## src/core/smbl_pkg.sv

```systemverilog
package smbl_pkg;
  // Clock and serial rates
  localparam int unsigned CLK_HZ         = 100_000_000;
  localparam int unsigned EEPROM_MAX_BPS = 4_000_000;
  localparam int unsigned FLASH_MAX_BPS  = 10_000_000;
  // Half period of the serial clock, least time so rounded up
  localparam int unsigned EEPROM_HALF    = (CLK_HZ + 2 * EEPROM_MAX_BPS - 1) / (2 * EEPROM_MAX_BPS);
  localparam int unsigned FLASH_HALF     = (CLK_HZ + 2 * FLASH_MAX_BPS - 1) / (2 * FLASH_MAX_BPS);
  localparam logic [7:0]  EEPROM_HALF_C  = 8'(EEPROM_HALF);
  localparam logic [7:0]  FLASH_HALF_C   = 8'(FLASH_HALF);
  localparam logic [7:0]  CS_GAP_CYCLES  = 8'h10;

  // Serial memory commands and identification replies
  localparam logic [7:0]  CMD_READ_IDENTIFICATION_CMD    = 8'h9F;
  localparam logic [7:0]  CMD_READ       = 8'h03;
  localparam logic [7:0]  ID_ALL_ZERO    = 8'h00;
  localparam logic [7:0]  ID_ALL_ONE     = 8'hFF;
  localparam logic [1:0]  EEPROM_ADDR_B  = 2'h2;
  localparam logic [1:0]  FLASH_ADDR_B   = 2'h3;

  // Boot-mode codes
  localparam logic [3:0]  BOOT_ALT_SPI   = 4'hC;
  localparam logic [3:0]  BOOT_MAIN_LO   = 4'h8;
  localparam logic [3:0]  BOOT_MAIN_HI   = 4'hB;

  // Register byte offsets
  localparam logic [11:0] REG_CTRL       = 12'h000;
  localparam logic [11:0] REG_STATUS     = 12'h004;
  localparam logic [11:0] REG_IRQ_STAT   = 12'h008;
  localparam logic [11:0] REG_IRQ_MASK   = 12'h00C;
  localparam logic [11:0] MEM_BASE       = 12'h400;

  // Field positions
  localparam int unsigned CTRL_PLL_EN    = 0;
  localparam int unsigned IRQ_DONE       = 0;
  localparam int unsigned IRQ_ERR        = 1;
  localparam int unsigned IRQ_W          = 2;

  // Reset values
  localparam logic [31:0] DATA_ZERO      = 32'h0000_0000;
  localparam logic [IRQ_W-1:0] IRQ_RST   = 2'h0;

  // Loader sequencer states
  typedef enum logic [3:0] {
    ST_WAIT    = 4'h0,
    ST_DECIDE  = 4'h1,
    ST_ID_CMD  = 4'h2,
    ST_ID_RD   = 4'h3,
    ST_GAP     = 4'h4,
    ST_RD_CMD  = 4'h5,
    ST_RD_ADDR = 4'h6,
    ST_RD_DATA = 4'h7,
    ST_DONE    = 4'h8,
    ST_ERROR   = 4'h9,
    ST_OTHER   = 4'hA
  } smbl_state_t;
endpackage

```

## src/core/smbl_spi_if.sv

```systemverilog
`timescale 1ns/10ps
// Byte-transfer handshake between sequencer and shifter
interface smbl_spi_if;
  logic       start;   // One-cycle request for one byte
  logic [7:0] tx;      // Byte to send
  logic [7:0] half;    // Serial clock half period in cycles
  logic [7:0] rx;      // Byte received
  logic       done;    // One-cycle pulse, rx valid
  modport ctrl  (output start, output tx, output half, input rx, input done);
  modport shift (input start, input tx, input half, output rx, output done);
endinterface

```

## src/core/smbl_image_ram.sv

```systemverilog
`timescale 1ns/10ps
// Simple dual-port store for the downloaded image
module smbl_image_ram #(
  parameter int unsigned AW = 8,
  parameter int unsigned DW = 8
) (
  // Clock
  input  wire logic          clk_i,
  input  wire logic          ce_i,
  // Write port
  input  wire logic          we_i,
  input  wire logic [AW-1:0] waddr_i,
  input  wire logic [DW-1:0] wdata_i,
  // Read port
  input  wire logic [AW-1:0] raddr_i,
  output logic      [DW-1:0] rdata_o
);
  logic [DW-1:0] mem [2**AW];  // Image bytes

  // Write and registered read
  always_ff @(posedge clk_i) begin
    if (ce_i) begin
      if (we_i) begin
        mem[waddr_i] <= wdata_i;
      end
      rdata_o <= mem[raddr_i];
    end
  end
endmodule

```

## src/core/smbl_spi_shifter.sv

```systemverilog
`timescale 1ns/10ps
// Mode 0 serial master: clock idles low, sample at end of high phase
module smbl_spi_shifter
  import smbl_pkg::*;
(
  // Clock and reset
  input  wire logic clk_i,
  input  wire logic rst_i,
  input  wire logic ce_i,
  // Byte handshake
  smbl_spi_if.shift bus,
  // Serial lines
  input  wire logic miso_i,   // Already synchronised
  output logic      sck_o,
  output logic      mosi_o
);
  logic [7:0] sh_q;     // Shift register, MSB first
  logic [7:0] cnt_q;    // Half-period counter
  logic [2:0] bits_q;   // Bits done in this byte
  logic       busy_q;   // Byte in flight
  logic       done_q;   // Completion pulse

  wire half_end = (cnt_q == 8'h01);
  wire last_bit = (bits_q == 3'h7);

  assign mosi_o   = sh_q[7];
  assign bus.rx   = sh_q;
  assign bus.done = done_q;

  // Sampling late in the high phase leaves room for the input synchroniser
  always_ff @(posedge clk_i) begin
    if (rst_i) begin
      sh_q   <= 8'h00;
      cnt_q  <= 8'h00;
      bits_q <= 3'h0;
      busy_q <= 1'b0;
      done_q <= 1'b0;
      sck_o  <= 1'b0;
    end else if (ce_i) begin
      done_q <= 1'b0;
      if (!busy_q) begin
        if (bus.start) begin
          sh_q   <= bus.tx;
          cnt_q  <= bus.half;
          bits_q <= 3'h0;
          busy_q <= 1'b1;
        end
      end else if (!half_end) begin
        cnt_q <= cnt_q - 8'h01;
      end else begin
        cnt_q <= bus.half;
        sck_o <= !sck_o;
        if (sck_o) begin
          // Falling edge: take the bit, present the next one
          sh_q   <= {sh_q[6:0], miso_i};
          bits_q <= bits_q + 3'h1;
          if (last_bit) begin
            busy_q <= 1'b0;
            done_q <= 1'b1;
          end
        end
      end
    end
  end
endmodule

```

## src/core/smbl_loader.sv

```systemverilog
// Added by the designer: the Wishbone interface to the registers and the placing of the registers.
`timescale 1ns/10ps
module smbl_loader
  import smbl_pkg::*;
#(
  parameter int unsigned IMG_AW  = 8,      // Image holds 2**IMG_AW bytes
  parameter logic [7:0]  MAGIC   = 8'hA5   // Expected first image byte
) (
  // Clock, reset, enable
  input  wire logic        clk_i,
  input  wire logic        rst_i,
  input  wire logic        ce_i,
  // Classic Wishbone slave
  input  wire logic        wb_cyc_i,
  input  wire logic        wb_stb_i,
  input  wire logic        wb_we_i,
  input  wire logic [11:0] wb_adr_i,
  input  wire logic [3:0]  wb_sel_i,
  input  wire logic [31:0] wb_dat_i,
  output logic      [31:0] wb_dat_o,
  output logic             wb_ack_o,
  // Power-on reset pin and straps
  input  wire logic        power_on_reset_input_n_i,
  input  wire logic [3:0]  boot_mode_straps_i,
  input  wire logic        watchdog_config_strap_i,
  input  wire logic        host_request_line_i,
  input  wire logic        host_transmit_request_line_i,
  // Main pin set
  output logic             boot_mode_strap_two_o,
  output logic             boot_mode_strap_two_oe_o,
  output logic             host_addr_line_three_o,
  output logic             host_addr_line_three_oe_o,
  output logic             host_chip_select_two_o,
  output logic             host_chip_select_two_oe_o,
  // Alternate pin set
  output logic             uart_transmit_pin_o,
  output logic             uart_transmit_pin_oe_o,
  input  wire logic        uart_receive_pin_i,
  output logic             scl_o,
  output logic             scl_oe_o,
  output logic             sda_o,
  output logic             sda_oe_o,
  // Status outputs
  output logic             event_output_three_o,
  output logic             pll_bypass_o,
  output logic             watchdog_cfg_o,
  output logic [1:0]       parallel_host_port_mode_o,
  output logic             irq_o
);
  // Pin synchronisers: straps, power-on reset, both data-in pins
  logic [9:0] sync1_q;  // First stage, read only by second
  logic [9:0] sync2_q;  // Second stage, usable
  logic       por_d1_q; // Delayed second stage for edge detection

  // Latched configuration
  logic [3:0] code_q;       // Boot-mode straps
  logic       wd_q;         // Watchdog strap
  logic [1:0] hmode_q;      // Parallel host port mode
  logic       latched_q;    // Straps taken
  logic       alt_q;        // Alternate pin set in use
  logic       spi_on_q;     // Serial boot pins driven
  logic       eeprom_q;     // EEPROM access routines

  // Sequencer
  smbl_state_t st_q;
  logic        wait_q;      // Byte requested, awaiting done
  logic [1:0]  ab_q;        // Address bytes left
  logic [7:0]  gap_q;       // Select-high gap counter
  logic [IMG_AW-1:0] idx_q; // Image byte index
  logic        err_q;       // Sticky failure

  // Registers
  logic               pll_en_q;
  logic [IRQ_W-1:0]   ist_q;
  logic [IRQ_W-1:0]   imask_q;
  logic               pend_q;

  smbl_spi_if spi ();
  logic sck;
  logic mosi;
  logic [7:0] ram_rd;

  // Decode of the synchronised pins
  wire        por_n   = sync2_q[5];
  wire        por_on  = !por_n;
  wire        por_rel = por_n && !por_d1_q;
  wire        miso    = alt_q ? sync2_q[9] : sync2_q[8];
  wire        is_alt  = (code_q == BOOT_ALT_SPI);
  wire        is_main = (code_q >= BOOT_MAIN_LO) && (code_q <= BOOT_MAIN_HI);
  wire        id_ee   = (spi.rx == ID_ALL_ZERO) || (spi.rx == ID_ALL_ONE);
  wire        cs_low  = spi_on_q && (st_q inside {ST_ID_CMD, ST_ID_RD, ST_RD_CMD, ST_RD_ADDR, ST_RD_DATA});
  wire        img_end = (idx_q == {IMG_AW{1'b1}});
  wire        ram_we  = spi.done && (st_q == ST_RD_DATA);

  // Bus decode
  wire        req     = wb_cyc_i && wb_stb_i && !pend_q && !wb_ack_o;
  wire        wr      = pend_q && wb_we_i;
  wire        sel_lo  = wb_sel_i[0];
  wire        hit_mem = (wb_adr_i >= MEM_BASE);
  wire [31:0] status  = {16'h0000, 2'h0, hmode_q, code_q, wd_q, alt_q, eeprom_q, pll_bypass_o,
                         latched_q, err_q, st_q == ST_DONE, spi_on_q};
  wire [31:0] rd_mux  = hit_mem                   ? {24'h000000, ram_rd} :
                        (wb_adr_i == REG_CTRL)    ? {31'h0, pll_en_q} :
                        (wb_adr_i == REG_STATUS)  ? status :
                        (wb_adr_i == REG_IRQ_STAT)? {30'h0, ist_q} :
                        (wb_adr_i == REG_IRQ_MASK)? {30'h0, imask_q} : DATA_ZERO;
  wire [IRQ_W-1:0] ev = {ram_we && idx_q == '0 && spi.rx != MAGIC,  // Bad first byte: error
                         ram_we && img_end};                        // Last byte stored: done

  // Byte engine
  smbl_spi_shifter u_shift (
    .clk_i  (clk_i),
    .rst_i  (rst_i),
    .ce_i   (ce_i),
    .bus    (spi.shift),
    .miso_i (miso),
    .sck_o  (sck),
    .mosi_o (mosi)
  );

  // Image store, read by software after the download
  smbl_image_ram #(.AW(IMG_AW), .DW(8)) u_ram (
    .clk_i   (clk_i),
    .ce_i    (ce_i),
    .we_i    (ram_we),
    .waddr_i (idx_q),
    .wdata_i (spi.rx),
    .raddr_i (wb_adr_i[IMG_AW+1:2]),
    .rdata_o (ram_rd)
  );

  assign spi.half = eeprom_q ? EEPROM_HALF_C : FLASH_HALF_C;

  // Main set carries the traffic on upper strap, address three, select two
  assign boot_mode_strap_two_o     = mosi;
  assign host_addr_line_three_o    = sck;
  assign host_chip_select_two_o    = !cs_low;
  assign boot_mode_strap_two_oe_o  = spi_on_q && !alt_q;
  assign host_addr_line_three_oe_o = spi_on_q && !alt_q;
  assign host_chip_select_two_oe_o = spi_on_q && !alt_q;
  // Alternate set: transmit carries data out, SCL the clock, SDA the select
  assign uart_transmit_pin_o       = mosi;
  assign scl_o                     = sck;
  assign sda_o                     = !cs_low;
  assign uart_transmit_pin_oe_o    = spi_on_q && alt_q;
  assign scl_oe_o                  = spi_on_q && alt_q;
  assign sda_oe_o                  = spi_on_q && alt_q;

  assign event_output_three_o      = err_q;
  assign pll_bypass_o              = !(pll_en_q && !alt_q);
  assign watchdog_cfg_o            = wd_q;
  assign parallel_host_port_mode_o = hmode_q;
  assign irq_o                     = |(ist_q & imask_q);

  // Two-stage synchronisers for every pin the loader looks at
  always_ff @(posedge clk_i) begin
    if (rst_i) begin
      sync1_q  <= 10'h000;
      sync2_q  <= 10'h000;
      por_d1_q <= 1'b0;
    end else if (ce_i) begin
      sync1_q  <= {uart_receive_pin_i, boot_mode_straps_i[3], host_transmit_request_line_i,
                   host_request_line_i, power_on_reset_input_n_i, watchdog_config_strap_i,
                   boot_mode_straps_i};
      sync2_q  <= sync1_q;
      por_d1_q <= sync2_q[5];
    end
  end

  // Mode straps follow the pins while power-on reset is held, watchdog strap taken at release; all then freeze
  always_ff @(posedge clk_i) begin
    if (rst_i) begin
      code_q    <= 4'h0;
      wd_q      <= 1'b0;
      hmode_q   <= 2'h0;
      latched_q <= 1'b0;
    end else if (ce_i) begin
      if (por_on) begin
        code_q    <= sync2_q[3:0];
        hmode_q   <= sync2_q[7:6];
        latched_q <= 1'b0;
      end else if (por_rel && !latched_q) begin
        wd_q      <= sync2_q[4];
        latched_q <= 1'b1;
      end
    end
  end

  // Sequencer: identify the memory, then download the image
  always_ff @(posedge clk_i) begin
    if (rst_i || por_on) begin
      st_q      <= ST_WAIT;
      wait_q    <= 1'b0;
      spi.start <= 1'b0;
      spi.tx    <= 8'h00;
      ab_q      <= 2'h0;
      gap_q     <= 8'h00;
      idx_q     <= '0;
      err_q     <= 1'b0;
      alt_q     <= 1'b0;
      spi_on_q  <= 1'b0;
      eeprom_q  <= 1'b1;
    end else if (ce_i) begin
      spi.start <= 1'b0;
      case (st_q)
        ST_WAIT: begin
          if (latched_q) begin
            st_q <= ST_DECIDE;
          end
        end
        ST_DECIDE: begin
          // Serial boot only for its own codes; other ports are not this loader's job
          alt_q    <= is_alt;
          spi_on_q <= is_alt || is_main;
          st_q     <= (is_alt || is_main) ? ST_ID_CMD : ST_OTHER;
        end
        ST_ID_CMD, ST_RD_CMD: begin
          if (!wait_q) begin
            spi.tx    <= (st_q == ST_ID_CMD) ? CMD_READ_IDENTIFICATION_CMD : CMD_READ;
            spi.start <= 1'b1;
            wait_q    <= 1'b1;
          end else if (spi.done) begin
            wait_q <= 1'b0;
            ab_q   <= eeprom_q ? EEPROM_ADDR_B : FLASH_ADDR_B;
            st_q   <= (st_q == ST_ID_CMD) ? ST_ID_RD : ST_RD_ADDR;
          end
        end
        ST_ID_RD, ST_RD_DATA: begin
          if (!wait_q) begin
            spi.tx    <= 8'h00;
            spi.start <= 1'b1;
            wait_q    <= 1'b1;
          end else if (spi.done) begin
            wait_q <= 1'b0;
            if (st_q == ST_ID_RD) begin
              eeprom_q <= id_ee;
              gap_q    <= CS_GAP_CYCLES;
              st_q     <= ST_GAP;
            end else if (idx_q == '0 && spi.rx != MAGIC) begin
              err_q <= 1'b1;
              st_q  <= ST_ERROR;
            end else begin
              idx_q <= idx_q + 1'b1;
              st_q  <= img_end ? ST_DONE : ST_RD_DATA;
            end
          end
        end
        ST_GAP: begin
          // Select stays high a while so the memory sees a new command
          gap_q <= gap_q - 8'h01;
          if (gap_q == 8'h01) begin
            st_q <= ST_RD_CMD;
          end
        end
        ST_RD_ADDR: begin
          if (!wait_q) begin
            spi.tx    <= 8'h00;                             // Image starts at address zero
            spi.start <= 1'b1;
            wait_q    <= 1'b1;
          end else if (spi.done) begin
            wait_q <= 1'b0;
            ab_q   <= ab_q - 2'h1;
            if (ab_q == 2'h1) begin
              st_q <= ST_RD_DATA;
            end
          end
        end
        ST_DONE: begin
          spi_on_q <= 1'b0;                                 // Release shared pins
        end
        ST_ERROR: begin
          spi_on_q <= 1'b0;
        end
        ST_OTHER: begin
          spi_on_q <= 1'b0;
        end
        default: begin
          st_q <= ST_WAIT;
        end
      endcase
    end
  end

  // Bus slave: request takes one cycle to reach memory, answer the next
  always_ff @(posedge clk_i) begin
    if (rst_i) begin
      pend_q   <= 1'b0;
      wb_ack_o <= 1'b0;
      wb_dat_o <= DATA_ZERO;
    end else if (ce_i) begin
      pend_q   <= req;
      wb_ack_o <= pend_q;
      if (pend_q) begin
        wb_dat_o <= wb_we_i ? DATA_ZERO : rd_mux;
      end
    end
  end

  // Control, mask and interrupt status; a new event wins over a clear
  always_ff @(posedge clk_i) begin
    if (rst_i) begin
      pll_en_q <= 1'b0;
      imask_q  <= IRQ_RST;
      ist_q    <= IRQ_RST;
    end else if (ce_i) begin
      if (por_on) begin
        pll_en_q <= 1'b0;
      end else if (wr && sel_lo && wb_adr_i == REG_CTRL) begin
        pll_en_q <= wb_dat_i[CTRL_PLL_EN];
      end
      if (wr && sel_lo && wb_adr_i == REG_IRQ_MASK) begin
        imask_q <= wb_dat_i[IRQ_W-1:0];
      end
      ist_q <= (ist_q & ~((wr && sel_lo && wb_adr_i == REG_IRQ_STAT) ? wb_dat_i[IRQ_W-1:0] : IRQ_RST)) | ev;
    end
  end
endmodule

```

## config.mk

```make
export PLATFORM = sky130hd
export DESIGN_NAME = smbl_loader
export DESIGN_NICKNAME = d
export VERILOG_FILES = /design/src/core/smbl_pkg.sv /design/src/core/smbl_spi_if.sv /design/src/core/smbl_image_ram.sv /design/src/core/smbl_spi_shifter.sv /design/src/core/smbl_loader.sv
export SDC_FILE = /design/constraint.sdc
export NUM_CORES = 2
export LEC_CHECK = 0
export BUFFER_PORTS_ARGS = -buffer_cell sky130_fd_sc_hd__clkbuf_2
export CAP_MARGIN = 20
export CORE_MARGIN = 2
export CORE_UTILIZATION = 57
export DETAILED_ROUTE_END_ITERATION = 16
export PLACE_DENSITY = 0.76
export SLEW_MARGIN = 20
export SYNTH_ARGS = -nofsm -noshare
export SYNTH_HDL_FRONTEND = slang
export SYNTH_SLANG_ARGS = --single-unit
```

## constraint.sdc

```tcl
create_clock -name clk_i -period 4.75 [get_ports clk_i]
set_input_delay 0.2375 -clock clk_i [delete_from_list [all_inputs] [get_ports clk_i]]
set_output_delay 0.2375 -clock clk_i [all_outputs]
set_load 0.02 [all_outputs]
```

# Word level (Yosys, flattened, before mapping)

Memory sizes are Yosys's and may differ from the RTL's. A register that Yosys moved wholly into a read port is not among the register bits.
Cells that the tools add are included.

Bits in registers: 126
Bits in latches: 0
RAM bits: 2048
Bits in read-only memories: 0
Input port bits: 63
Word-level logic and storage cells: 221
Memories: 1

Add/subtract/negate cells: 5
Multiply operators: 0
Divide/modulo/power cells: 0
Order comparisons: 3
Eq/ne operators: 37
Shift-type cells: 0
Mux-type cells: 70
Bitwise operators: 8
Reductions and logical operators: 67

Memories:

| memory    | words | bits a word | read ports | clocked after Yosys merged registers in | write ports | line                 | text |
|---|---|---|---|---|---|---|---|
| u_ram.mem | 256   | 8           | 1          | 1                                       | 1           | smbl_image_ram.sv:18 | `logic [DW-1:0] mem [2**AW];` |

Operator list:

| kind                                                                    | number |
|---|---|
| 8-bit two-way mux                                                       | 13 |
| 14-bit two-way mux                                                      | 4 |
| 4-bit two-way mux                                                       | 14 |
| 8-bit one-hot mux with 2 select lines                                   | 2 |
| 4-bit one-hot mux with 7 select lines                                   | 1 |
| 12-bit by 4-bit equality test with 1-bit output, second input constant  | 2 |
| 1-bit two-way mux                                                       | 22 |
| 1-bit logical AND                                                       | 20 |
| 2-bit != test, second input constant                                    | 9 |
| 2-bit AND reduction                                                     | 9 |
| 6-bit AND reduction                                                     | 3 |
| 4-bit by 3-bit equality test with 1-bit output, second input constant   | 4 |
| 4-bit equality test, second input constant                              | 4 |
| 8-bit by 1-bit equality test with 1-bit output, second input constant   | 2 |
| 8-bit equality test, second input constant                              | 2 |
| 8-bit logical NOT                                                       | 2 |
| 8-bit by 1-bit subtractor with 8-bit output, second input constant      | 2 |
| 3-bit two-way mux                                                       | 5 |
| 2-bit two-way mux                                                       | 7 |
| 2-bit by 1-bit != test with 1-bit output, second input constant         | 7 |
| 12-bit by 3-bit equality test with 1-bit output, second input constant  | 1 |
| 12-bit by 11-bit >= comparator with 1-bit output, second input constant | 1 |
| 12-bit logical NOT                                                      | 1 |
| 11-bit AND reduction                                                    | 1 |
| other kinds (27)                                                        | 52 |

# Depth between registers and ports, before layout

Depth after elaboration: 7
Gate-level depth with buffers: 11
Mapped depth without buffers: 8

# Cells and area by module

Synthesis repeated with hierarchy kept, for this count alone.

Cell total of the unflattened synthesis: 4334
Area total of the unflattened synthesis: 84982.8 um2

By module, submodules not included:

| module           | instances | cells an instance | area each (um2) |
|---|---|---|---|
| smbl_image_ram   | 1         | 3762              | 79945.4 |
| smbl_loader      | 1         | 421               | 3717.3 |
| smbl_spi_shifter | 1         | 151               | 1320.0 |

# Worst setup path after synthesis

OpenSTA, ideal clock, no wires.

Path type: reg2reg
From: reg u_shift.sh_q[7] (netlist: u_shift.bus.rx[7])
To: reg idx_q[6]
Setup time: 0.128 ns
Data arrival time: 5.153 ns
Data required time: 4.622 ns
Setup slack: -0.530 ns
Cell stages (with the launch flop): 8
Clock period less this slack: 5.280 ns
Cell sequence: dfxtp_1 -> and4_1 -> a211oi_1 -> and3b_1 -> clkbuf_1 -> nand4_1 -> xor2_1 -> nor2_1

Word-level cells in the longest chain between the ends: 4

RTL lines:

| item                          | line                   | text |
|---|---|---|
| start, declared               | smbl_spi_shifter.sv:17 | `logic [7:0] sh_q;` |
| start signal, assigned        | smbl_spi_shifter.sv:43 | `sh_q <= bus.tx;` |
| start signal, assigned        | smbl_spi_shifter.sv:55 | `sh_q <= {sh_q[6:0], miso_i};` |
| 8-bit != test                 | smbl_loader.sv:239     | `end else if (idx_q == '0 && spi.rx != MAGIC) begin` |
| 1-bit logical AND             | smbl_loader.sv:239     |  |
| 1-bit inverter (no line)      | -                      |  |
| 6-bit AND reduction (no line) | -                      |  |
| end signal, assigned          | smbl_loader.sv:243     | `idx_q <= idx_q + 1'b1;` |
| end, declared                 | smbl_loader.sv:69      | `logic [IMG_AW-1:0] idx_q;` |

No other way between the ends.
A chain may end at the register's enable or synchronous reset.

# Worst setup path after layout

From: reg st_q[0]
To: mem u_ram.mem[255][5] (enable)

Word-level cells in the longest chain between the ends: 5

RTL lines:

| item                                           | line                 | text |
|---|---|---|
| start, declared                                | smbl_loader.sv:65    | `smbl_state_t st_q;` |
| start signal, assigned                         | smbl_loader.sv:215   | `st_q <= (is_alt \|\| is_main) ? ST_ID_CMD : ST_OTHER;` |
| start signal, assigned                         | smbl_loader.sv:225   | `st_q <= (st_q == ST_ID_CMD) ? ST_ID_RD : ST_RD_ADDR;` |
| start signal, assigned                         | smbl_loader.sv:244   | `st_q <= img_end ? ST_DONE : ST_RD_DATA;` |
| 4-bit by 3-bit equality test with 1-bit output | smbl_loader.sv:93    | `wire ram_we = spi.done && (st_q == ST_RD_DATA);` |
| 1-bit logical AND                              | smbl_loader.sv:93    |  |
| 1-bit two-way mux                              | smbl_image_ram.sv:23 | `if (we_i) begin` |
| 1-bit two-way mux                              | smbl_image_ram.sv:22 | `if (ce_i) begin` |
| 1-bit two-way mux (implied by the code)        | smbl_image_ram.sv:24 | `mem[waddr_i] <= wdata_i;` |
| end, declared                                  | smbl_image_ram.sv:18 |  |

No other way between the ends.

==> metrics.md <==
| Metric | Value |
|---|---|
| Status | `complete, no violations` |
| Relative slew margins | `26.3%` |
| Final ANT Viol Nets | `0` |
| Number of flops mapped to enable cells by yosys | `slightly above 2k` |
| Num rows | `roughly 140` |
| Power Density | `395 nW/um^2` |
| Period utilization | `77.7%` |
| Sw frac | `20.5%` |
| DRC | `0` |
| Yosys cell types | `around 70` |
| Clock power share | `41.8%` |
| Synth Cell Area | `84400 sq um` |
| Synthesis-stage register bit count | `2156` |
| Cell repeated most along the worst path | `buf_4` |
| Setup violators final | `0` |
| Final Total Pwr | `37.0 mW` |
| RSZ-0062 raised after global routing | `false` |
| CTS-repair resized insts | `0` |
| Via density | `6.76` |
| Post-route cell area | `93700 sq um` |
| TritonRoute pass-1 iters | `6` |
| YS warnings | `0` |
| IO buf count | `62` |
| Die area | `approximately 150000 sq um` |
| Core area | `147000 sq um` |
| H-tree depth | `4` |
| Layout Cells excl Fill | `6560` |
| Skew-Pair Late Insertion Delay | `0.84 ns` |
| CP Cell Sequence | `and3_1 -> and4b_1 -> buf_4 -> nand2_1 -> buf_4 -> nor2_1 -> buf_4` |
| Global placement routability congestion | `0.881` |
| Critical path depth | `7` |
| Proportion of layout cells with a drive suffix above 1 | `a little over a fifth` |
| CP endpoint kind | `flop` |
| Worst Path Max Fanout | `18` |
| Top cells by area, synth | `edfxtp_1 (73%), mux4_2 (12%), dfxtp_1 (2.4%)` |
| CTS Root Cell | `clkbuf_16` |
| Cell-internal power | `approximately 29 mW` |
| Worst path max stage delay | `0.61 ns` |
| Largest net degree at the start of global routing | `260` |
| Register share of total power | `a little under three fifths` |
| WP data arrival | `4.22 ns` |
| Antenna violations before repair | `5` |
| Post-Place Cell Area | `87100 sq um` |
| Comb pwr share | `2.8%` |
| Post-Place Worst Slack | `around 0.9 ns` |
| Syn_area_per_cell | `19.6 sq um` |
| Final period demand of the worst path | `3.69 ns` |
| Clock Skew | `0.0486 ns` |
| Post-Syn Instances | `4304` |
| Cell taking the most area after synthesis | `edfxtp_1` |
| Max Cap Violations | `0` |
| NetSw | `7.60 mW` |
| Total GRT Usage | `between 20 and 30%` |
| Detail Placement HPWL | `125000 um` |
| Primary FF master, synth | `edfxtp_1` |
| Nets@finish | `4531` |
| Hold path depth | `2` |
| Die width | `389 um` |
| Max clock buf depth | `3` |
| Iter 0 DRT Violations | `6628` |
| Fin util | `63.6%` |
| Clock sinks | `~2.2k` |
| First-pass GRT wire length | `302000 um` |
| Worst path top cell family by delay | `simple AND/OR/NAND/NOR gates` |
| Fill cells | `~9.5k` |
| Sequential fraction of the synthesis area | `between 70 and 80%` |
| Buffers & Inverters on Critical Path | `3` |
| Share of flip-flops with an asynchronous set or reset | `0%` |
| Post-synth top area share | `between 70% and 80%` |
| Clock slew at the register clock pins of the worst setup and hold paths | `0.06 ns` |
| Wirelength, routed | `210000 um` |
| Peak supply drop | `0.317 mV` |
| Fmax achieved | `roughly 270 MHz` |
| CTS tree | `built` |
| Final hold slack | `approximately 0.097 ns` |
| Critical Path Start Type | `flop` |
| Initial cell density of the core | `between 50% and 60%` |
| Grt total ovfl | `0` |
| Placed cell count | `just over 6k` |
| Vias | `44.3k` |
| Post-synth top cells | `edfxtp_1 (2056), mux4_2 (458), nor2_1 (391)` |
| Setup Crit Path Kind | `flop to flop` |
| Synthesis-to-finish area growth | `10.9%` |
| Postcts setup bufs | `0` |
| Slew @ Worst Pin | `1.09 ns` |
| Vias in the first global route | `43.3k` |
| Top-count cell post-synth | `edfxtp_1` |
| Number of top-level pins | `~110` |
| Total CTS buffers | `199` |
| Average wire per cell in the routed design | `32.1 um` |
| Setup_tns | `0 ns` |
| Critical-path top delay cell | `dfxtp_1` |
| Data required, critical path | `5.28 ns` |
| Worst Hold Class | `primary input to flop` |
| Leakage Power | `~27 nW` |
| Die H | `389 um` |
| Fin. Hold Viols | `0` |
| Slew Viols, Final | `0` |
| Post-layout worst setup margin | `1.06 ns` |
| Reg2reg path depth | `7` |
-- power by group through the flow --
stage          clock, mW  combinational (mW)  sequential (mW)
3_5_place_dp           0                1.01             20.9
5_1_grt             16.2                1.08             20.5
3_3_place_gp           0                1.01             20.9
2_1_floorplan          0               0.658             20.9
6_report            15.5                1.05             20.5
4_1_cts             15.6                1.03             20.5
-- final timing paths --
kind	startpoint	endpoint	slack, ns
worst min-delay path	ce_i	u_ram.rdata_o[1]	0.1
worst max-delay path	st_q[0]	u_ram.mem[255][5]	1.06
worst max register to register	st_q[0]	u_ram.mem[255][5]	1.06
worst min register to register	u_shift.bits_q[1]	u_shift.bits_q[1]	0.46
-- flip-flops by register name, indices dropped and copies added (netlist names), 2 cells and up --
signal and count:
u_ram.mem 2048, wb_dat_o 14, sync1_q 9, sync2_q 9, gap_q 8, idx_q 8
u_ram.rdata_o 8, u_shift.bus.rx 8, u_shift.cnt_q 8, code_q 4, st_q 4, u_shift.bits_q 3
ab_q 2, imask_q 2, ist_q 2, parallel_host_port_mode_o 2, spi.tx 2
-- placed cells by master, fill, tap and decap left out, types with 8 or more instances in the layout --
cell,n
ha_1,11
buf_12,28
bufinv_16,15
nor4_1,19
edfxtp_1,2056
mux4_2,458
clkbuf_1,51
xor2_1,9
a211oi_1,38
nor2b_1,23
inv_1,11
dlygate4sd3_1,26
clkinv_2,34
conb_1,18
dfxtp_4,8
a31oi_1,21
mux2_2,44
and3_1,8
or4_1,8
mux2i_1,189
buf_4,109
a21oi_1,98
dfxtp_1,92
a22o_1,10
nor2_1,389
nand3_1,44
clkbuf_2,58
nor3_1,26
a22oi_1,96
nand2b_1,17
nand3b_1,8
o21ai_0,48
o221ai_1,14
nand2_1,91
nand4_1,12
clkinv_1,47
clkbuf_16,200
o22ai_1,41
a221oi_1,11
-- layout make-up --
class                           instances  area [sq um]  share of cell area [%]
Antenna cell                            7          17.5                  0.0187
Clock buffer                          251          5200                    5.55
Clock inverter                        116          1050                    1.12
Inverter                               13          51.3                  0.0548
Multi-Input combinational cell       1861         19100                    20.4
Sequential cell                      2156         63800                    68.1
Tap cell                             1930          2410                    2.58
Timing Repair Buffer                  226          2030                    2.16
-- timing repair --
item                                    4_1_cts  5_1_grt
endpoints found under the hold margin        27        0
endpoints found under the setup margin        0        0
hold buffers                                 26        0
-- metal layers --
layer | GRT usage, % | share of wire, % | up-vias | routed length, um
li1 | - | - | 17900 | -
met1 | 38.0 | 36 | 22900 | 76000
met2 | 43.8 | 48 | 3066 | 101000
met3 | 5.96 | 11 | 496 | 24000
met4 | 12.5 | 4.6 | 2 | 9590
met5 | 0 | 0.0067 | - | 14
-- logic make-up after synthesis --
family                     share of synthesized area [%]
buffers and inverters                               1.96
DFF                                                 75.5
adders and majority gates                          0.163
and+or+nand+nor                                     3.70
muxes                                               15.0
other                                            0.00444
AOI/OAI and AO/OA                                   3.47
xor gates and xnor gates                           0.156
Note: power is estimated with default switching activity, not from simulation.
